**src/rtl/imbx_map.svh**
```systemverilog
// register offsets, field positions and sizes of the inter-core mailbox
`ifndef IMBX_MAP_SVH
`define IMBX_MAP_SVH

`define IMBX_ADDR_W        12
`define IMBX_STATUS_OFS    12'h050
`define IMBX_TX_PORT_OFS   12'h054
`define IMBX_RX_PORT_OFS   12'h058
`define IMBX_IRQ_MASK_OFS  12'h100

`define IMBX_DATA_W        32
`define IMBX_DEPTH         4'h8
`define IMBX_PTR_W         3
`define IMBX_CNT_W         4

`define IMBX_BIT_RX_HAS    0
`define IMBX_BIT_TX_ROOM   1
`define IMBX_BIT_TX_OVF    2
`define IMBX_BIT_RX_UNF    3
`define IMBX_FLAG_W        4

`define IMBX_MASK_RESET    4'hD
`define IMBX_PTR_ONE       3'h1
`define IMBX_CNT_ONE       4'h1
`define IMBX_FULL_STRB     4'hF
`define IMBX_RESP_OKAY     2'h0
`define IMBX_RESP_SLVERR   2'h2
`define IMBX_ZERO_WORD     32'h00000000

`endif

```
**src/rtl/imbx_pkg.sv**
```systemverilog
// types shared by the inter-core mailbox files
package imbx_pkg;
	// read channel sequencing
	typedef enum logic [1:0] {
		RD_IDLE,
		RD_FETCH,
		RD_LOAD,
		RD_RESP
	} imbx_rd_state_t;
endpackage

```
**src/rtl/imbx_fifo_mem.sv**
```systemverilog
// eight-word storage of one mailbox direction, registered read
`timescale 1ns/1ps
`include "imbx_map.svh"

module imbx_fifo_mem (
	input  wire logic                      aclk,    // system clock
	input  wire logic                      aresetn, // sync reset, low
	input  wire logic                      we,      // write strobe
	input  wire logic [`IMBX_PTR_W-1:0]    waddr,   // write slot
	input  wire logic [`IMBX_DATA_W-1:0]   wdata,   // word to store
	input  wire logic [`IMBX_PTR_W-1:0]    raddr,   // read slot
	output logic      [`IMBX_DATA_W-1:0]   rdata    // registered word
);
	logic [`IMBX_DATA_W-1:0] mem [0:`IMBX_DEPTH-1]; // storage array

	// write port
	always_ff @(posedge aclk) begin
		if (we) begin
			mem[waddr] <= wdata;
		end
	end

	// read port, one cycle latency
	always_ff @(posedge aclk) begin
		if (!aresetn) begin
			rdata <= `IMBX_ZERO_WORD;
		end else begin
			rdata <= mem[raddr];
		end
	end
endmodule

```
**src/rtl/imbx_top.sv**
```systemverilog
// two-direction inter-core mailbox with AXI4-Lite register access
//
// The AXI4-Lite register port was decided locally.
`timescale 1ns/1ps
`include "imbx_map.svh"

//Contract
//RULE1 - two independent 32-bit, 8-deep FIFOs
//RULE2 - core 0: rx from fifo1, tx fifo0
//RULE3 - core 1: rx from fifo0, tx fifo1
//RULE4 - irq is OR of rx-has, ovf, unf
//RULE5 - empty read ignored, underflow sticky bit 3
//RULE6 - full write dropped, overflow sticky bit 2
//RULE7 - bit 1 reads tx FIFO has room
//RULE8 - bit 0 reads rx FIFO not empty
//RULE9 - write 0x054 pushes into tx FIFO (code pushes only when all four byte enables are set)
//RULE10 - read 0x058 pops rx FIFO word
//RULE11 - status 0x050, own flags, upper zero
//RULE12 - core id per access, FIFO order
//RULE13 - cores check flags before access
module imbx_top (
	input  wire logic                     aclk,          // 25 MHz system clock
	input  wire logic                     aresetn,       // sync reset, low
	input  wire logic [`IMBX_ADDR_W-1:0]  s_axi_awaddr,  // write address
	input  wire logic                     s_axi_awcore,  // writing core id
	input  wire logic                     s_axi_awvalid, // write address valid
	output logic                          s_axi_awready, // write address ready
	input  wire logic [`IMBX_DATA_W-1:0]  s_axi_wdata,   // write data
	input  wire logic [3:0]               s_axi_wstrb,   // write byte enables
	input  wire logic                     s_axi_wvalid,  // write data valid
	output logic                          s_axi_wready,  // write data ready
	output logic [1:0]                    s_axi_bresp,   // write response
	output logic                          s_axi_bvalid,  // write response valid
	input  wire logic                     s_axi_bready,  // write response ready
	input  wire logic [`IMBX_ADDR_W-1:0]  s_axi_araddr,  // read address
	input  wire logic                     s_axi_arcore,  // reading core id
	input  wire logic                     s_axi_arvalid, // read address valid
	output logic                          s_axi_arready, // read address ready
	output logic [`IMBX_DATA_W-1:0]       s_axi_rdata,   // read data
	output logic [1:0]                    s_axi_rresp,   // read response
	output logic                          s_axi_rvalid,  // read data valid
	input  wire logic                     s_axi_rready,  // read data ready
	output logic [1:0]                    irq            // per-core interrupt
);
	// fifo index f carries words from core f to the other core
	logic [`IMBX_CNT_W-1:0]  count  [0:1];    // words held
	logic [`IMBX_PTR_W-1:0]  wr_ptr [0:1];    // next slot to fill
	logic [`IMBX_PTR_W-1:0]  rd_ptr [0:1];    // oldest word
	logic [`IMBX_DATA_W-1:0] mem_q  [0:1];    // registered head word
	logic [1:0]              push;            // push strobe per fifo
	logic [1:0]              pop;             // pop strobe per fifo
	logic [1:0]              tx_overflow_sticky;  // per core
	logic [1:0]              rx_underflow_sticky; // per core
	logic [1:0]              set_ovf;         // overflow events
	logic [1:0]              set_unf;         // underflow events
	logic [1:0]              clr_ovf;         // software clears
	logic [1:0]              clr_unf;         // software clears
	logic [`IMBX_FLAG_W-1:0] irq_mask [0:1];  // per-core interrupt mask

	// write channel holding registers
	logic [`IMBX_ADDR_W-1:0] aw_addr;         // latched write address
	logic                    aw_core;         // latched writing core
	logic [`IMBX_DATA_W-1:0] w_data;          // latched write data
	logic [3:0]              w_strb;          // latched byte enables
	logic                    wr_exec;         // both halves held, act now

	// read channel holding registers
	imbx_pkg::imbx_rd_state_t rd_state;       // read sequencer
	logic [`IMBX_ADDR_W-1:0]  ar_addr;        // latched read address
	logic                     ar_core;        // latched reading core

	// receive fifo of a core is the one the other core fills
	function automatic logic rx_fifo(input logic core);
		rx_fifo = ~core;
	endfunction

	// tx fifo of a core is its own index
	function automatic logic tx_fifo(input logic core);
		tx_fifo = core;
	endfunction

	// status word as seen by one core
	function automatic logic [`IMBX_FLAG_W-1:0] flags_of(input logic core);
		logic [`IMBX_FLAG_W-1:0] f;
		f = '0;
		f[`IMBX_BIT_RX_HAS]  = (count[rx_fifo(core)] != '0);
		f[`IMBX_BIT_TX_ROOM] = (count[tx_fifo(core)] != `IMBX_DEPTH);
		f[`IMBX_BIT_TX_OVF]  = tx_overflow_sticky[core];
		f[`IMBX_BIT_RX_UNF]  = rx_underflow_sticky[core];
		flags_of = f;
	endfunction

	// storage, one per direction
	// RULE1 two fifos
	for (genvar g = 0; g < 2; g++) begin : g_mem
		imbx_fifo_mem u_mem (
			.aclk    (aclk),
			.aresetn (aresetn),
			.we      (push[g]),
			.waddr   (wr_ptr[g]),
			.wdata   (w_data),
			.raddr   (rd_ptr[g]),
			.rdata   (mem_q[g])
		);
	end

	assign wr_exec = !s_axi_awready && !s_axi_wready && !s_axi_bvalid;

	// push and overflow decode from the held write
	always_comb begin
		push    = '0;
		set_ovf = '0;
		clr_ovf = '0;
		clr_unf = '0;
		if (wr_exec) begin
			if (aw_addr == `IMBX_TX_PORT_OFS) begin
				if (w_strb == `IMBX_FULL_STRB) begin
					// RULE6 full write dropped
					if (count[tx_fifo(aw_core)] == `IMBX_DEPTH) begin
						set_ovf[aw_core] = 1'b1;
					end else begin
						// RULE9 push to tx
						push[tx_fifo(aw_core)] = 1'b1;
					end
				end
			end else if (aw_addr == `IMBX_STATUS_OFS) begin
				if (w_strb[0]) begin
					clr_ovf[aw_core] = w_data[`IMBX_BIT_TX_OVF];
					clr_unf[aw_core] = w_data[`IMBX_BIT_RX_UNF];
				end
			end
		end
	end

	// pop and underflow decode from the read sequencer
	always_comb begin
		pop     = '0;
		set_unf = '0;
		if (rd_state == imbx_pkg::RD_LOAD && ar_addr == `IMBX_RX_PORT_OFS) begin
			// RULE5 empty read ignored
			if (count[rx_fifo(ar_core)] == '0) begin
				set_unf[ar_core] = 1'b1;
			end else begin
				// RULE10 pop rx
				pop[rx_fifo(ar_core)] = 1'b1;
			end
		end
	end

	// fifo pointers and fill counts
	always_ff @(posedge aclk) begin
		if (!aresetn) begin
			for (int i = 0; i < 2; i++) begin
				count[i]  <= '0;
				wr_ptr[i] <= '0;
				rd_ptr[i] <= '0;
			end
		end else begin
			for (int i = 0; i < 2; i++) begin
				// RULE12 first in first out
				if (push[i]) begin
					wr_ptr[i] <= wr_ptr[i] + `IMBX_PTR_ONE;
				end
				if (pop[i]) begin
					rd_ptr[i] <= rd_ptr[i] + `IMBX_PTR_ONE;
				end
				if (push[i] && !pop[i]) begin
					count[i] <= count[i] + `IMBX_CNT_ONE;
				end else if (pop[i] && !push[i]) begin
					count[i] <= count[i] - `IMBX_CNT_ONE;
				end
			end
		end
	end

	// sticky error flags, an event beats a same-cycle clear
	always_ff @(posedge aclk) begin
		if (!aresetn) begin
			tx_overflow_sticky  <= '0;
			rx_underflow_sticky <= '0;
		end else begin
			// RULE6 overflow sticky
			tx_overflow_sticky  <= (tx_overflow_sticky & ~clr_ovf) | set_ovf;
			// RULE5 underflow sticky
			rx_underflow_sticky <= (rx_underflow_sticky & ~clr_unf) | set_unf;
		end
	end

	// interrupt mask registers
	always_ff @(posedge aclk) begin
		if (!aresetn) begin
			irq_mask[0] <= `IMBX_MASK_RESET;
			irq_mask[1] <= `IMBX_MASK_RESET;
		end else if (wr_exec && aw_addr == `IMBX_IRQ_MASK_OFS && w_strb[0]) begin
			irq_mask[aw_core] <= w_data[`IMBX_FLAG_W-1:0];
		end
	end

	// per-core interrupt, one cycle behind the flags
	always_ff @(posedge aclk) begin
		if (!aresetn) begin
			irq <= '0;
		end else begin
			// RULE4 irq or of flags
			irq[0] <= |(flags_of(1'b0) & irq_mask[0]);
			irq[1] <= |(flags_of(1'b1) & irq_mask[1]);
		end
	end

	// write address channel
	always_ff @(posedge aclk) begin
		if (!aresetn) begin
			s_axi_awready <= 1'b1;
			aw_addr       <= '0;
			aw_core       <= 1'b0;
		end else if (s_axi_awvalid && s_axi_awready) begin
			// RULE12 capture core id
			s_axi_awready <= 1'b0;
			aw_addr       <= s_axi_awaddr;
			aw_core       <= s_axi_awcore;
		end else if (s_axi_bvalid && s_axi_bready) begin
			s_axi_awready <= 1'b1;
		end
	end

	// write data channel
	always_ff @(posedge aclk) begin
		if (!aresetn) begin
			s_axi_wready <= 1'b1;
			w_data       <= '0;
			w_strb       <= '0;
		end else if (s_axi_wvalid && s_axi_wready) begin
			s_axi_wready <= 1'b0;
			w_data       <= s_axi_wdata;
			w_strb       <= s_axi_wstrb;
		end else if (s_axi_bvalid && s_axi_bready) begin
			s_axi_wready <= 1'b1;
		end
	end

	// write response, error for unmapped offsets
	always_ff @(posedge aclk) begin
		if (!aresetn) begin
			s_axi_bvalid <= 1'b0;
			s_axi_bresp  <= `IMBX_RESP_OKAY;
		end else if (wr_exec) begin
			s_axi_bvalid <= 1'b1;
			if (aw_addr == `IMBX_TX_PORT_OFS || aw_addr == `IMBX_STATUS_OFS ||
			    aw_addr == `IMBX_IRQ_MASK_OFS) begin
				s_axi_bresp <= `IMBX_RESP_OKAY;
			end else begin
				s_axi_bresp <= `IMBX_RESP_SLVERR;
			end
		end else if (s_axi_bready) begin
			s_axi_bvalid <= 1'b0;
		end
	end

	// read sequencer: take, let head word settle, answer
	always_ff @(posedge aclk) begin
		if (!aresetn) begin
			rd_state      <= imbx_pkg::RD_IDLE;
			s_axi_arready <= 1'b1;
			ar_addr       <= '0;
			ar_core       <= 1'b0;
		end else begin
			case (rd_state)
				imbx_pkg::RD_IDLE: begin
					if (s_axi_arvalid) begin
						s_axi_arready <= 1'b0;
						ar_addr       <= s_axi_araddr;
						ar_core       <= s_axi_arcore;
						rd_state      <= imbx_pkg::RD_FETCH;
					end
				end
				imbx_pkg::RD_FETCH: begin
					rd_state <= imbx_pkg::RD_LOAD;
				end
				imbx_pkg::RD_LOAD: begin
					rd_state <= imbx_pkg::RD_RESP;
				end
				default: begin
					if (s_axi_rready) begin
						s_axi_arready <= 1'b1;
						rd_state      <= imbx_pkg::RD_IDLE;
					end
				end
			endcase
		end
	end

	// read data and response
	always_ff @(posedge aclk) begin
		if (!aresetn) begin
			s_axi_rvalid <= 1'b0;
			s_axi_rdata  <= '0;
			s_axi_rresp  <= `IMBX_RESP_OKAY;
		end else if (rd_state == imbx_pkg::RD_LOAD) begin
			s_axi_rvalid <= 1'b1;
			s_axi_rresp  <= `IMBX_RESP_OKAY;
			s_axi_rdata  <= '0;
			if (ar_addr == `IMBX_STATUS_OFS) begin
				// RULE11 own flags only
				// RULE7 tx room flag
				// RULE8 rx has word
				s_axi_rdata[`IMBX_FLAG_W-1:0] <= flags_of(ar_core);
			end else if (ar_addr == `IMBX_RX_PORT_OFS) begin
				// RULE2 core 0 view
				// RULE3 core 1 view
				if (count[rx_fifo(ar_core)] != '0) begin
					s_axi_rdata <= mem_q[rx_fifo(ar_core)];
				end
			end else if (ar_addr == `IMBX_IRQ_MASK_OFS) begin
				s_axi_rdata[`IMBX_FLAG_W-1:0] <= irq_mask[ar_core];
			end else if (ar_addr != `IMBX_TX_PORT_OFS) begin
				s_axi_rresp <= `IMBX_RESP_SLVERR;
			end
		end else if (rd_state == imbx_pkg::RD_RESP && s_axi_rready) begin
			s_axi_rvalid <= 1'b0;
		end
	end
endmodule

```
**config.mk**
```make
export PLATFORM = sky130hd
export DESIGN_NAME = imbx_top
export DESIGN_NICKNAME = d
export VERILOG_FILES = /design/src/rtl/imbx_pkg.sv /design/src/rtl/imbx_fifo_mem.sv /design/src/rtl/imbx_top.sv
export VERILOG_INCLUDE_DIRS = /design/src /design/src/rtl
export SDC_FILE = /design/constraint.sdc
export NUM_CORES = 1
export LEC_CHECK = 0
export BUFFER_PORTS_ARGS = -buffer_cell sky130_fd_sc_hd__clkbuf_2
export CAP_MARGIN = 20
export CELL_PAD_IN_SITES_DETAIL_PLACEMENT = 0
export CELL_PAD_IN_SITES_GLOBAL_PLACEMENT = 2
export CORE_MARGIN = 1
export CORE_UTILIZATION = 46
export CTS_BUF_LIST = sky130_fd_sc_hd__clkbuf_16
export DETAILED_ROUTE_END_ITERATION = 10
export MAX_ROUTING_LAYER = met4
export PLACE_DENSITY_LB_ADDON = 0.1
export SYNTH_ARGS = -nofsm -noshare
export SYNTH_HDL_FRONTEND = slang
export SYNTH_HIERARCHICAL = 1
export SYNTH_SLANG_ARGS = --single-unit
```
**constraint.sdc**
```tcl
create_clock -name aclk -period 5.2 [get_ports aclk]
set_clock_uncertainty 0.15 [all_clocks]
set_input_delay 0.78 -clock aclk [delete_from_list [all_inputs] [get_ports aclk]]
set_output_delay 0.78 -clock aclk [all_outputs]
set_load 0.005 [all_outputs]
```
; Yosys cells after proc, flatten, opt, wreduce, memory -nomap -nowiden
; Memory sizes are Yosys's and may differ from the RTL's. A register that Yosys moved wholly into a read port is not among the register bits.
; Cells that the tools add are included.
[word_totals]
reg_bits = 111
in_bits = 69
mem_count = 6
ram_bits = 540
[mem_list]
columns = memory, words, width, read_ports, rd_clocked_by_memory_dff, write_ports, line_no
row1 = g_mem[0].u_mem.mem, 8, 32, 1, 1, 1, imbx_fifo_mem.sv:14  ; logic [`IMBX_DATA_W-1:0] mem [0:`IMBX_DEPTH-1];
row2 = g_mem[1].u_mem.mem, 8, 32, 1, 1, 1, imbx_fifo_mem.sv:14
row3 = count, 2, 4, 5, 2, 2, imbx_top.sv:46  ; logic [`IMBX_CNT_W-1:0] count [0:1];
row4 = irq_mask, 2, 4, 3, 1, 2, imbx_top.sv:58  ; logic [`IMBX_FLAG_W-1:0] irq_mask [0:1];
row5 = rd_ptr, 2, 3, 2, 0, 2, imbx_top.sv:48  ; logic [`IMBX_PTR_W-1:0] rd_ptr [0:1];
row6 = wr_ptr, 2, 3, 2, 0, 2, imbx_top.sv:47  ; logic [`IMBX_PTR_W-1:0] wr_ptr [0:1];
[classes]
bitwise_logic = 21
reduce_logical = 45
n_lt_le_gt_ge = 7
n_addsub = 8
n_eq_ne = 16
n_mux = 106
[ops]
columns = cell, count
row1 = 32-bit two-way mux, 4
row2 = 1-bit two-way mux, 56
row3 = 28-bit two-way mux, 2
row4 = 2-bit two-way mux, 27
row5 = 12-bit by 7-bit equality test with 1-bit output (second input constant), 4
row6 = 4-bit two-way mux, 8
row7 = 12-bit by 9-bit equality test with 1-bit output (second input constant), 2
row8 = 1-bit logical AND, 16
row9 = 4-bit nonzero test, 4
row10 = 3-bit by 1-bit adder with 3-bit output (second input constant), 4
row11 = 3-bit two-way mux, 4
row12 = 12-bit by 7-bit != test with 1-bit output (second input constant), 1
row13 = 4-bit != test (second input constant), 3
row14 = 4-bit OR reduction, 3
row15 = 2-bit nonzero test, 5
row16 = 1-bit logical NOT, 9
row17 = 4-bit by 1-bit adder with 4-bit output (second input constant), 2
row18 = 2-bit AND, 4
row19 = 4-bit AND, 2
row20 = 4-bit equality test (second input constant), 2
row21 = 1-bit OR, 8
row22 = 4-bit by 1-bit subtractor with 4-bit output (second input constant), 2
row23 = 1-bit by 2-bit < comparator with 1-bit output (second input constant), 3
row24 = 2-bit case mux with 3 select lines, 1
row25 = other kinds (17), 27

; Longest topological paths before layout
; Gate-level depths: netlist of the first run.
[depth]
word_depth = 15
ltp_mapped = 15

; Hierarchy
; The synthesis of the first run kept the hierarchy.
[by_module_without_submodules]
columns = mod, seq_area_each_um2, area_each_um2, cells_each, n_inst
row1 = imbx_fifo_mem, 8328.0, 10772.8, 523, 2
row2 = imbx_top, 3062.9, 6110.9, 702, 1

; Worst setup path after synthesis of the first run
; Ideal clock, no wire load.
[synth_path]
path_type = reg-to-reg
from = register s_axi_bvalid
to = memory g_mem[0].u_mem/mem[0][0] in the netlist's numbering (enable)
path_stages_with_launch = 8
n_path_buf = 1
arrival_time_ns = 3.846
setup_time_ns = 0.461
period_less_slack_ns = 4.457
path_slack_ns = 0.743
cell_sequence = dfxtp_1 -> nor3_1 -> nand2b_1 -> or3_1 -> clkbuf_1 -> inv_1 -> nand2b_1 -> nor3_1
[synth_between]
elab_chain_cells = 5
[synth_rtl]
columns = element, line_no
row1 = "start, declared", imbx_top.sv:33  ; output logic s_axi_bvalid,
row2 = "start signal, assigned", imbx_top.sv:244  ; s_axi_bvalid <= 1'b0;
row3 = "start signal, assigned", imbx_top.sv:247  ; s_axi_bvalid <= 1'b1;
row4 = "start signal, assigned", imbx_top.sv:255  ; s_axi_bvalid <= 1'b0;
row5 = 1-bit logical NOT, imbx_top.sv:107  ; assign wr_exec = !s_axi_awready && !s_axi_wready && !s_axi_bvalid;
row6 = 1-bit logical AND, imbx_top.sv:107
row7 = 2-bit two-way mux, imbx_top.sv:115  ; if (wr_exec) begin
row8 = via push[0], imbx_top.sv:50  ; logic [1:0] push;
row9 = 1-bit two-way mux, imbx_fifo_mem.sv:18  ; if (we) begin
row10 = 1-bit two-way mux (not written as such), imbx_fifo_mem.sv:19  ; mem[waddr] <= wdata;
row11 = "end, declared", imbx_fifo_mem.sv:14
; The timed path passes the listed nets, and every way through them passes these cells.

==> results of run 1 <==
==> metal layers <==
layer  global-route usage, %  part of all wire [%]
met5                       -                     0
met4                    5.27                   1.9
met3                    3.40                   3.7
met2                    35.1                    49
met1                    29.4                    46
==> Yosys cell counts (all sizes together), types with 28 or more instances <==
cell	instances
inv	76
clkbuf	44
mux2i	73
a21oi	82
nand2	215
mux2	64
a22oi	28
edfxtp	540
nor2	42
o21ai	80
mux4	64
a221oi	64
buf	51
dfxtp	175
==> area by class of cell <==
| cell class | instances | area share (%) |
|---|---|---|
| clock buffers | 79 | 6.29 |
| clock inverters | 60 | 1.06 |
| inverters | 76 | 0.920 |
| multi-input cells | 863 | 22.8 |
| flip-flops and latches | 715 | 62.8 |
| well taps | 773 | 3.08 |
| repair buffers | 150 | 3.11 |
==> power by group <==
| group | switching (mW) | leakage [nW] | internal [mW] |
|---|---|---|---|
| combinational | 0.371 | 3.43 | 0.226 |
| sequential | 0.140 | 6.40 | 6.23 |
| clock | 2.19 | 1.22 | 2.81 |
==> worst max-delay path, delay by kind of cell, from the launching register on <==
kind	cells	cell delay, ns
DFF	1	0.34
xor gates and xnor gates	1	0.20
and+or+nand+nor	5	1.17
buffers and inverters	2	0.20
adders and majority gates	2	0.72
AOI/OAI and AO/OA	4	0.56
==> sequential cells by signal, indices dropped and copies added, names as in the netlist, 2 cells and up, named ones only <==
register             cells
g_mem.u_mem/mem        512
g_mem.u_mem/rdata       64
s_axi_rdata             32
w_data                  32
ar_addr                 12
aw_addr                 12
count                    8
irq_mask                 8
rd_ptr                   6
wr_ptr                   6
w_strb                   4
irq                      2
rd_state                 2
rx_underflow_sticky      2
tx_overflow_sticky       2
==> logic make-up (layout without fill, tap and decap cells) <==
group           after synthesis  count (layout)  share of synthesized area [%]
flops                       715             715                           71.3
simple gates                359             359                           6.10
compound gates              280             280                           7.80
mux                         201             201                           10.5
buf+inv                     171             365                           3.38
fa+ha+maj                    13              13                          0.615
xor+xnor                      8               8                          0.253
other cells                   1               2                         0.0136
==> how the worst min path moves through the flow <==
stage / start / end / cells after the start
floorplan: g_mem[0].u_mem/rdata[10] / s_axi_rdata[10] / 2
global placement: g_mem[0].u_mem/rdata[13] / s_axi_rdata[13] / 2
detailed placement: g_mem[0].u_mem/rdata[11] / s_axi_rdata[11] / 2
CTS: s_axi_wdata[31] / w_data[31] / 3
global route: s_axi_wdata[31] / w_data[31] / 3
finish: s_axi_wdata[31] / w_data[31] / 3
==> key figures, run 1 <==
Power and ir drop
  • Tot Pwr: 12.0 mW
  • Peak supply drop: 0.000267 V
  • Pleak: 11.0 nW
  • PwrDens: 381 nW/um2

Synth
  • Synth warn: 6
  • Synth area leaders: edfxtp_1, dfxtp_1, mux4_2, a221oi_2, nand2_1
  • Yosys cell types: 73
  • Share of the synthesized area in the top cell type: 58.6%
  • Post-synth top flop: edfxtp_1
  • Async SR Flop Fraction: 0%
  • Avg Inst Size Synth: 15.8 um2
  • Post-Syn Instances: 1748
  • Post-Syn Area: 27700 um2
  • Yosys top cell by area: edfxtp_1
  • Post-synth EDFFs: 540
  • Seq cells post-synth: 715
  • Register area share after synthesis: 71.3%

Setup path
  • Worst R2R Start: rd_state[0]
  • Reg-to-Reg End: count[0][3]
  • Critical path endpoint: count[0][3]
  • Crit-path cells: inv_1, ha_1, nand3_2, or4_4, nor2_4, nand2_1, inv_1, ha_1, a21o_1, a21oi_1, xor2_1, nor2_1, o21ai_0, a21oi_1
  • Crit Path Category: flip-flop to flip-flop
  • Worst Path Arrival: 3.78 ns
  • Max stage delay on crit path: 0.63 ns
  • Crit. End Element: flip-flop
  • Worst reg-to-reg setup slack: 1.58 ns
  • CP Launch Point: rd_state[0]
  • Crit-path max FO: 12
  • Worst Path Required: 5.36 ns
  • Worst path slowest cell: or4_4
  • Crit path launch type: flip-flop
  • Worst Reg-to-Reg Cells: 14

Place
  • HPWL Detailed: 38000 um
  • # port buffers: 109
  • Pre-CTS setup slack: 1.63 ns
  • Placed Instance Area: 29000 um2
  • Placed Cells: 2572
  • GPL Wtd Cong: 0.804

Final layout
  • Commonest non-fill, non-tap cell in the layout: edfxtp_1
  • Layout cells sized above 1: 24.9%
  • Multi-input logic area: 7150 um2
  • Most frequent cells in the layout: edfxtp_1, nand2_1, dfxtp_1, clkbuf_2, inv_1
  • Filler cell count in the final layout: 4878
  • Layout area overhead: 13.6%
  • Fin nets: 1963
  • Fin util: 53.0%
  • Fin cells: 2716
  • Design area: 31400 um2
  • FF/Latch Area: 19700 um2
  • Ant diodes: 0

STA
  • Worst-Margin Slew: 1.07 ns
  • Fin crit period: 3.62 ns
  • Final period util: 69.6%
  • Hold slack: 0.231 ns
  • Setup Viol. Count Final: 0
  • Relative slew slack: 28.3%
  • Setup ws final: 1.58 ns
  • Slew Limit Fails: 0
  • Fmax: 276 MHz
  • RSZ-0062 raised after global routing: false
  • Setup TNS Final: 0 ns
  • Final Hold Fails: 0

Clock tree
  • Clk slew on worst S/H paths: 0.06 ns
  • CTS tree: yes
  • CTS Buf Count: 75
  • Clock buffer depth: 3
  • Cts hold-fix bufs: 0
  • Post-CTS Setup Inserts: 0
  • Post-cts resize count: 0
  • H-tree Lvls: 3
  • CTS root buf: clkbuf_16
  • Worst skew pair latency: 0.61 ns
  • Num Clock Sinks: 715

Global routing
  • Initial antenna violation count: 1
  • GRT Resource Usage Total: 21.9%
  • Pin count of the biggest net entering global routing: 58
  • GR Overflow Total: 0
  • Vias in the first global route: 15300
  • First-pass GRT wire length: 95500 um

Floorplan
  • Die footprint: 61100 um2
  • Top-Level Pins: 112
  • Chip Width: 247 um
  • Row count: 89
  • Core Area: 59200 um2
  • Die H: 247 um
  • Initial Util: 46.7%

Run status
  • Outcome: complete, but fails checks
  • Failing checks: DRC

Routing
  • DRT antenna net count: 0
  • Vias: 15000
  • Vias/cell: 5.54
  • DR iter-0 viols: 899
  • Drt drc: 6
  • Drt first pass iters: 10
  • Routed WL: 62900 um
  • Routed WL per cell: 23.1 um

Job
  • MaxCap Viol Count: 0

Worst hold path
  • Hold WC Path Type: input pin to flip-flop
Power figures use the tool's default switching activity.
==> inputs of run 2 (changes only) <==
Settings changed: CORE_UTILIZATION 46 to 41.
Clock period 5.2 ns to 3.3 ns, I/O delays scaled along.
==> run 2 against run 1 <==
The run now ends clean. Non-clock buffer count increased by 82. Count of clock-buffer cells in the layout up 1. Total power increased by 60%. Flip-flop and latch count unchanged. Hold slack got worse by 0.20 ns. Combinational power rose by 74%.
==> key figures, run 2 (same netlist as run 1, synthesis figures left out) <==
STA
  • Relative slew slack: 41.6% (+13 points)
  • Worst-Margin Slew: 0.876 ns (-0.197 ns)
  • Slew Limit Fails: 0 (unchanged)
  • Final period util: 92.9% (+23 points)
  • Setup Viol. Count Final: 0 (unchanged)
  • Setup TNS Final: 0 ns (unchanged)
  • Final Hold Fails: 0 (unchanged)
  • Fin crit period: 3.06 ns (-0.555 ns)
  • Fmax: 326 MHz (+18%)
  • RSZ-0062 raised after global routing: false

Global routing
  • GR Overflow Total: 0 (unchanged)
  • Met2 global-route usage: 32.9% (-2.1 points)
  • Met1 GRT Util: 27.0% (-2.4 points)
  • First-pass GRT wire length: 98500 um (+3.1%)
  • Initial antenna violation count: 2 (+1)
  • GRT Resource Usage Total: 20.3% (-1.6 points)
  • Vias in the first global route: 15700 (+2.2%)
  • Pin count of the biggest net entering global routing: 62 (+6.9%)
  • Met3 usage: 2.81% (-0.59 points)
  • Top Usage Layer GRT: met2

Floorplan
  • Chip Width: 262 um (+5.9%)
  • Initial Util: 41.8% (-4.9 points)
  • Top-Level Pins: 112 (unchanged)
  • Row count: 94 (+5.6%)
  • Die footprint: 68500 um2 (+12%)
  • Core Area: 66200 um2 (+12%)
  • Die H: 262 um (+5.9%)

Final layout
  • Largest registers: g_mem.u_mem/mem: 512 flops, g_mem.u_mem/rdata: 64 flops
  • Max FFs per register: 512 (unchanged)
  • Commonest non-fill, non-tap cell in the layout: edfxtp_1
  • Layout cells sized above 1: 24.6% (-0.27 points)
  • Multi-input logic area: 7200 um2 (+0.66%)
  • Layout area overhead: 17.7%
  • Fin nets: 2048 (+4.3%)
  • Ant diodes: 0 (unchanged)
  • Design area: 32500 um2 (+3.6%)
  • Fin cells: 2893 (+6.5%)
  • Biggest register: g_mem.u_mem/mem
  • Fin util: 49.1% (-3.9 points)
  • Most frequent cells in the layout: edfxtp_1, nand2_1, dfxtp_1, clkbuf_2, inv_1
  • FF/Latch Area: 19700 um2 (unchanged)
  • Filler cell count in the final layout: 5753 (+18%)

Routing
  • Drt first pass iters: 5 (-5)
  • Routed WL: 65900 um (+4.8%)
  • DRT antenna net count: 0 (unchanged)
  • Vias/cell: 5.26 (-5.1%)
  • Routed WL per cell: 22.8 um (-1.6%)
  • DR iter-0 viols: 993 (+10%)
  • Vias: 15200 (+1.1%)
  • Drt drc: 0 (-6)

Clock tree
  • Clk slew on worst S/H paths: 0.05 ns (about the same)
  • CTS tree: yes
  • Clock buffer depth: 3 (unchanged)
  • Num Clock Sinks: 715 (unchanged)
  • Worst skew pair latency: 0.60 ns (about the same)
  • CTS Buf Count: 78 (+4.0%)
  • CTS root buf: clkbuf_16
  • H-tree Lvls: 3 (unchanged)

Setup path
  • Crit Path Category: flip-flop to flip-flop
  • Worst Reg-to-Reg Cells: 12 (-2)
  • Worst Path Arrival: 3.23 ns (-0.55 ns)
  • Crit-path max FO: 3 (-9)
  • Crit-path cells: nor4_4, nand4_1, or3_1, nand2_1, inv_1, ha_1, a21o_1, a21oi_1, xor2_1, nor2_1, o21ai_0, a21oi_1
  • Buf/Inv on CP: 1 (-1)
  • Worst Path Required: 3.47 ns (-1.89 ns)
  • Max stage delay on crit path: 0.44 ns (-0.19 ns)
  • Top delay family on crit path: simple AND/OR/NAND/NOR gates
  • Critical path's most frequent cell: a21oi_1
  • Crit. End Element: flip-flop
  • CP Depth: 12 (-2)
  • Worst path slowest cell: or3_1
  • Worst reg-to-reg setup slack: 0.24 ns (-1.34 ns)
  • Crit path launch type: flip-flop

Power and ir drop
  • Pleak: 11.5 nW (+3.8%)
  • Peak supply drop: 0.000334 V (+25%)
  • Tot Pwr: 19.1 mW (+60%)
  • PwrDens: 588 nW/um2 (+54%)

Place
  • # port buffers: 109 (unchanged)
  • Placed Cells: 2691 (+4.6%)
  • GPL Wtd Cong: 0.806 (+0.17%)
  • Placed Instance Area: 29600 um2 (+2.0%)
  • HPWL Detailed: 38400 um (+1.0%)

Worst hold path
  • Hold path depth: 3 (unchanged)
  • Hold WC Path Type: input pin to flip-flop

Run status
  • Outcome: finished clean

Job
  • MaxCap Viol Count: 0 (unchanged)
run 2: changes by cell type in the layout (fill, tap and decap cells not counted), sizes merged:
| cell | before | now |
|---|---|---|
| buf | 42 | 65 |
| bufinv | 1 | 3 |
| clkbuf | 187 | 188 |
| clkinv | 34 | 35 |
| dlygate4sd3 | 0 | 59 |
run 2: final cells by class:
cell class | instances | share of cell area, %
multi-input combinational | 863 | 22.1
timing repair buffer | 232 | 5.78
sequential | 715 | 60.6
clock inverter | 63 | 1.13
tap | 864 | 3.32
inverter | 76 | 0.888
clock buffer | 80 | 6.15
run 2: worst reg2reg max path, stage by stage (launching register included):
cell and delay (ns):
dfxtp_1 0.33, nor4_4 0.34, nand4_1 0.27, or3_1 0.44, nand2_1 0.12, inv_1 0.08
ha_1 0.28, a21o_1 0.18, a21oi_1 0.16, xor2_1 0.21, nor2_1 0.06, o21ai_0 0.11
a21oi_1 0.09
run 2: per-layer routing:
layer / vias up / part of all wire [%]
met3: 73 / 3.8
met1: 7751 / 45
met4: 0 / 1.8
met2: 299 / 49
li1: 7094 / -
met5: - / 0
run 2: worst paths after layout:
path | from | endpoint
worst max-delay path | aw_addr[5] | count[0][3]
worst min register to register | g_mem[0].u_mem/rdata[17] | s_axi_rdata[17]
worst max register to register | aw_addr[5] | count[0][3]
worst min-delay path | s_axi_arcore | flip-flop
run 2: timing repair:
item	CTS	global route
setup buffers	0	0
endpoints found under the hold margin	58	1
hold buffers	58	1
resized for setup	0	3
setup endpoints to repair	0	1
run 2: report_power, final:
part / total (mW) / internal, mW / switching [mW]
clock network: 8.07 / 4.62 / 3.45
logic: 1.04 / 0.421 / 0.619
registers: 10.0 / 9.83 / 0.199
total: 19.1 / 14.9 / 4.27
run 2: through the flow:
step / hold slack, ns / setup WS (ns)
finish: 0.0353 / 0.236
global route: 0.0451 / 0.00591
CTS: 0.00164 / 0.141
detailed placement: 0.249 / 0.140
global placement: 0.245 / 0.131
floorplan: 0.242 / -0.329
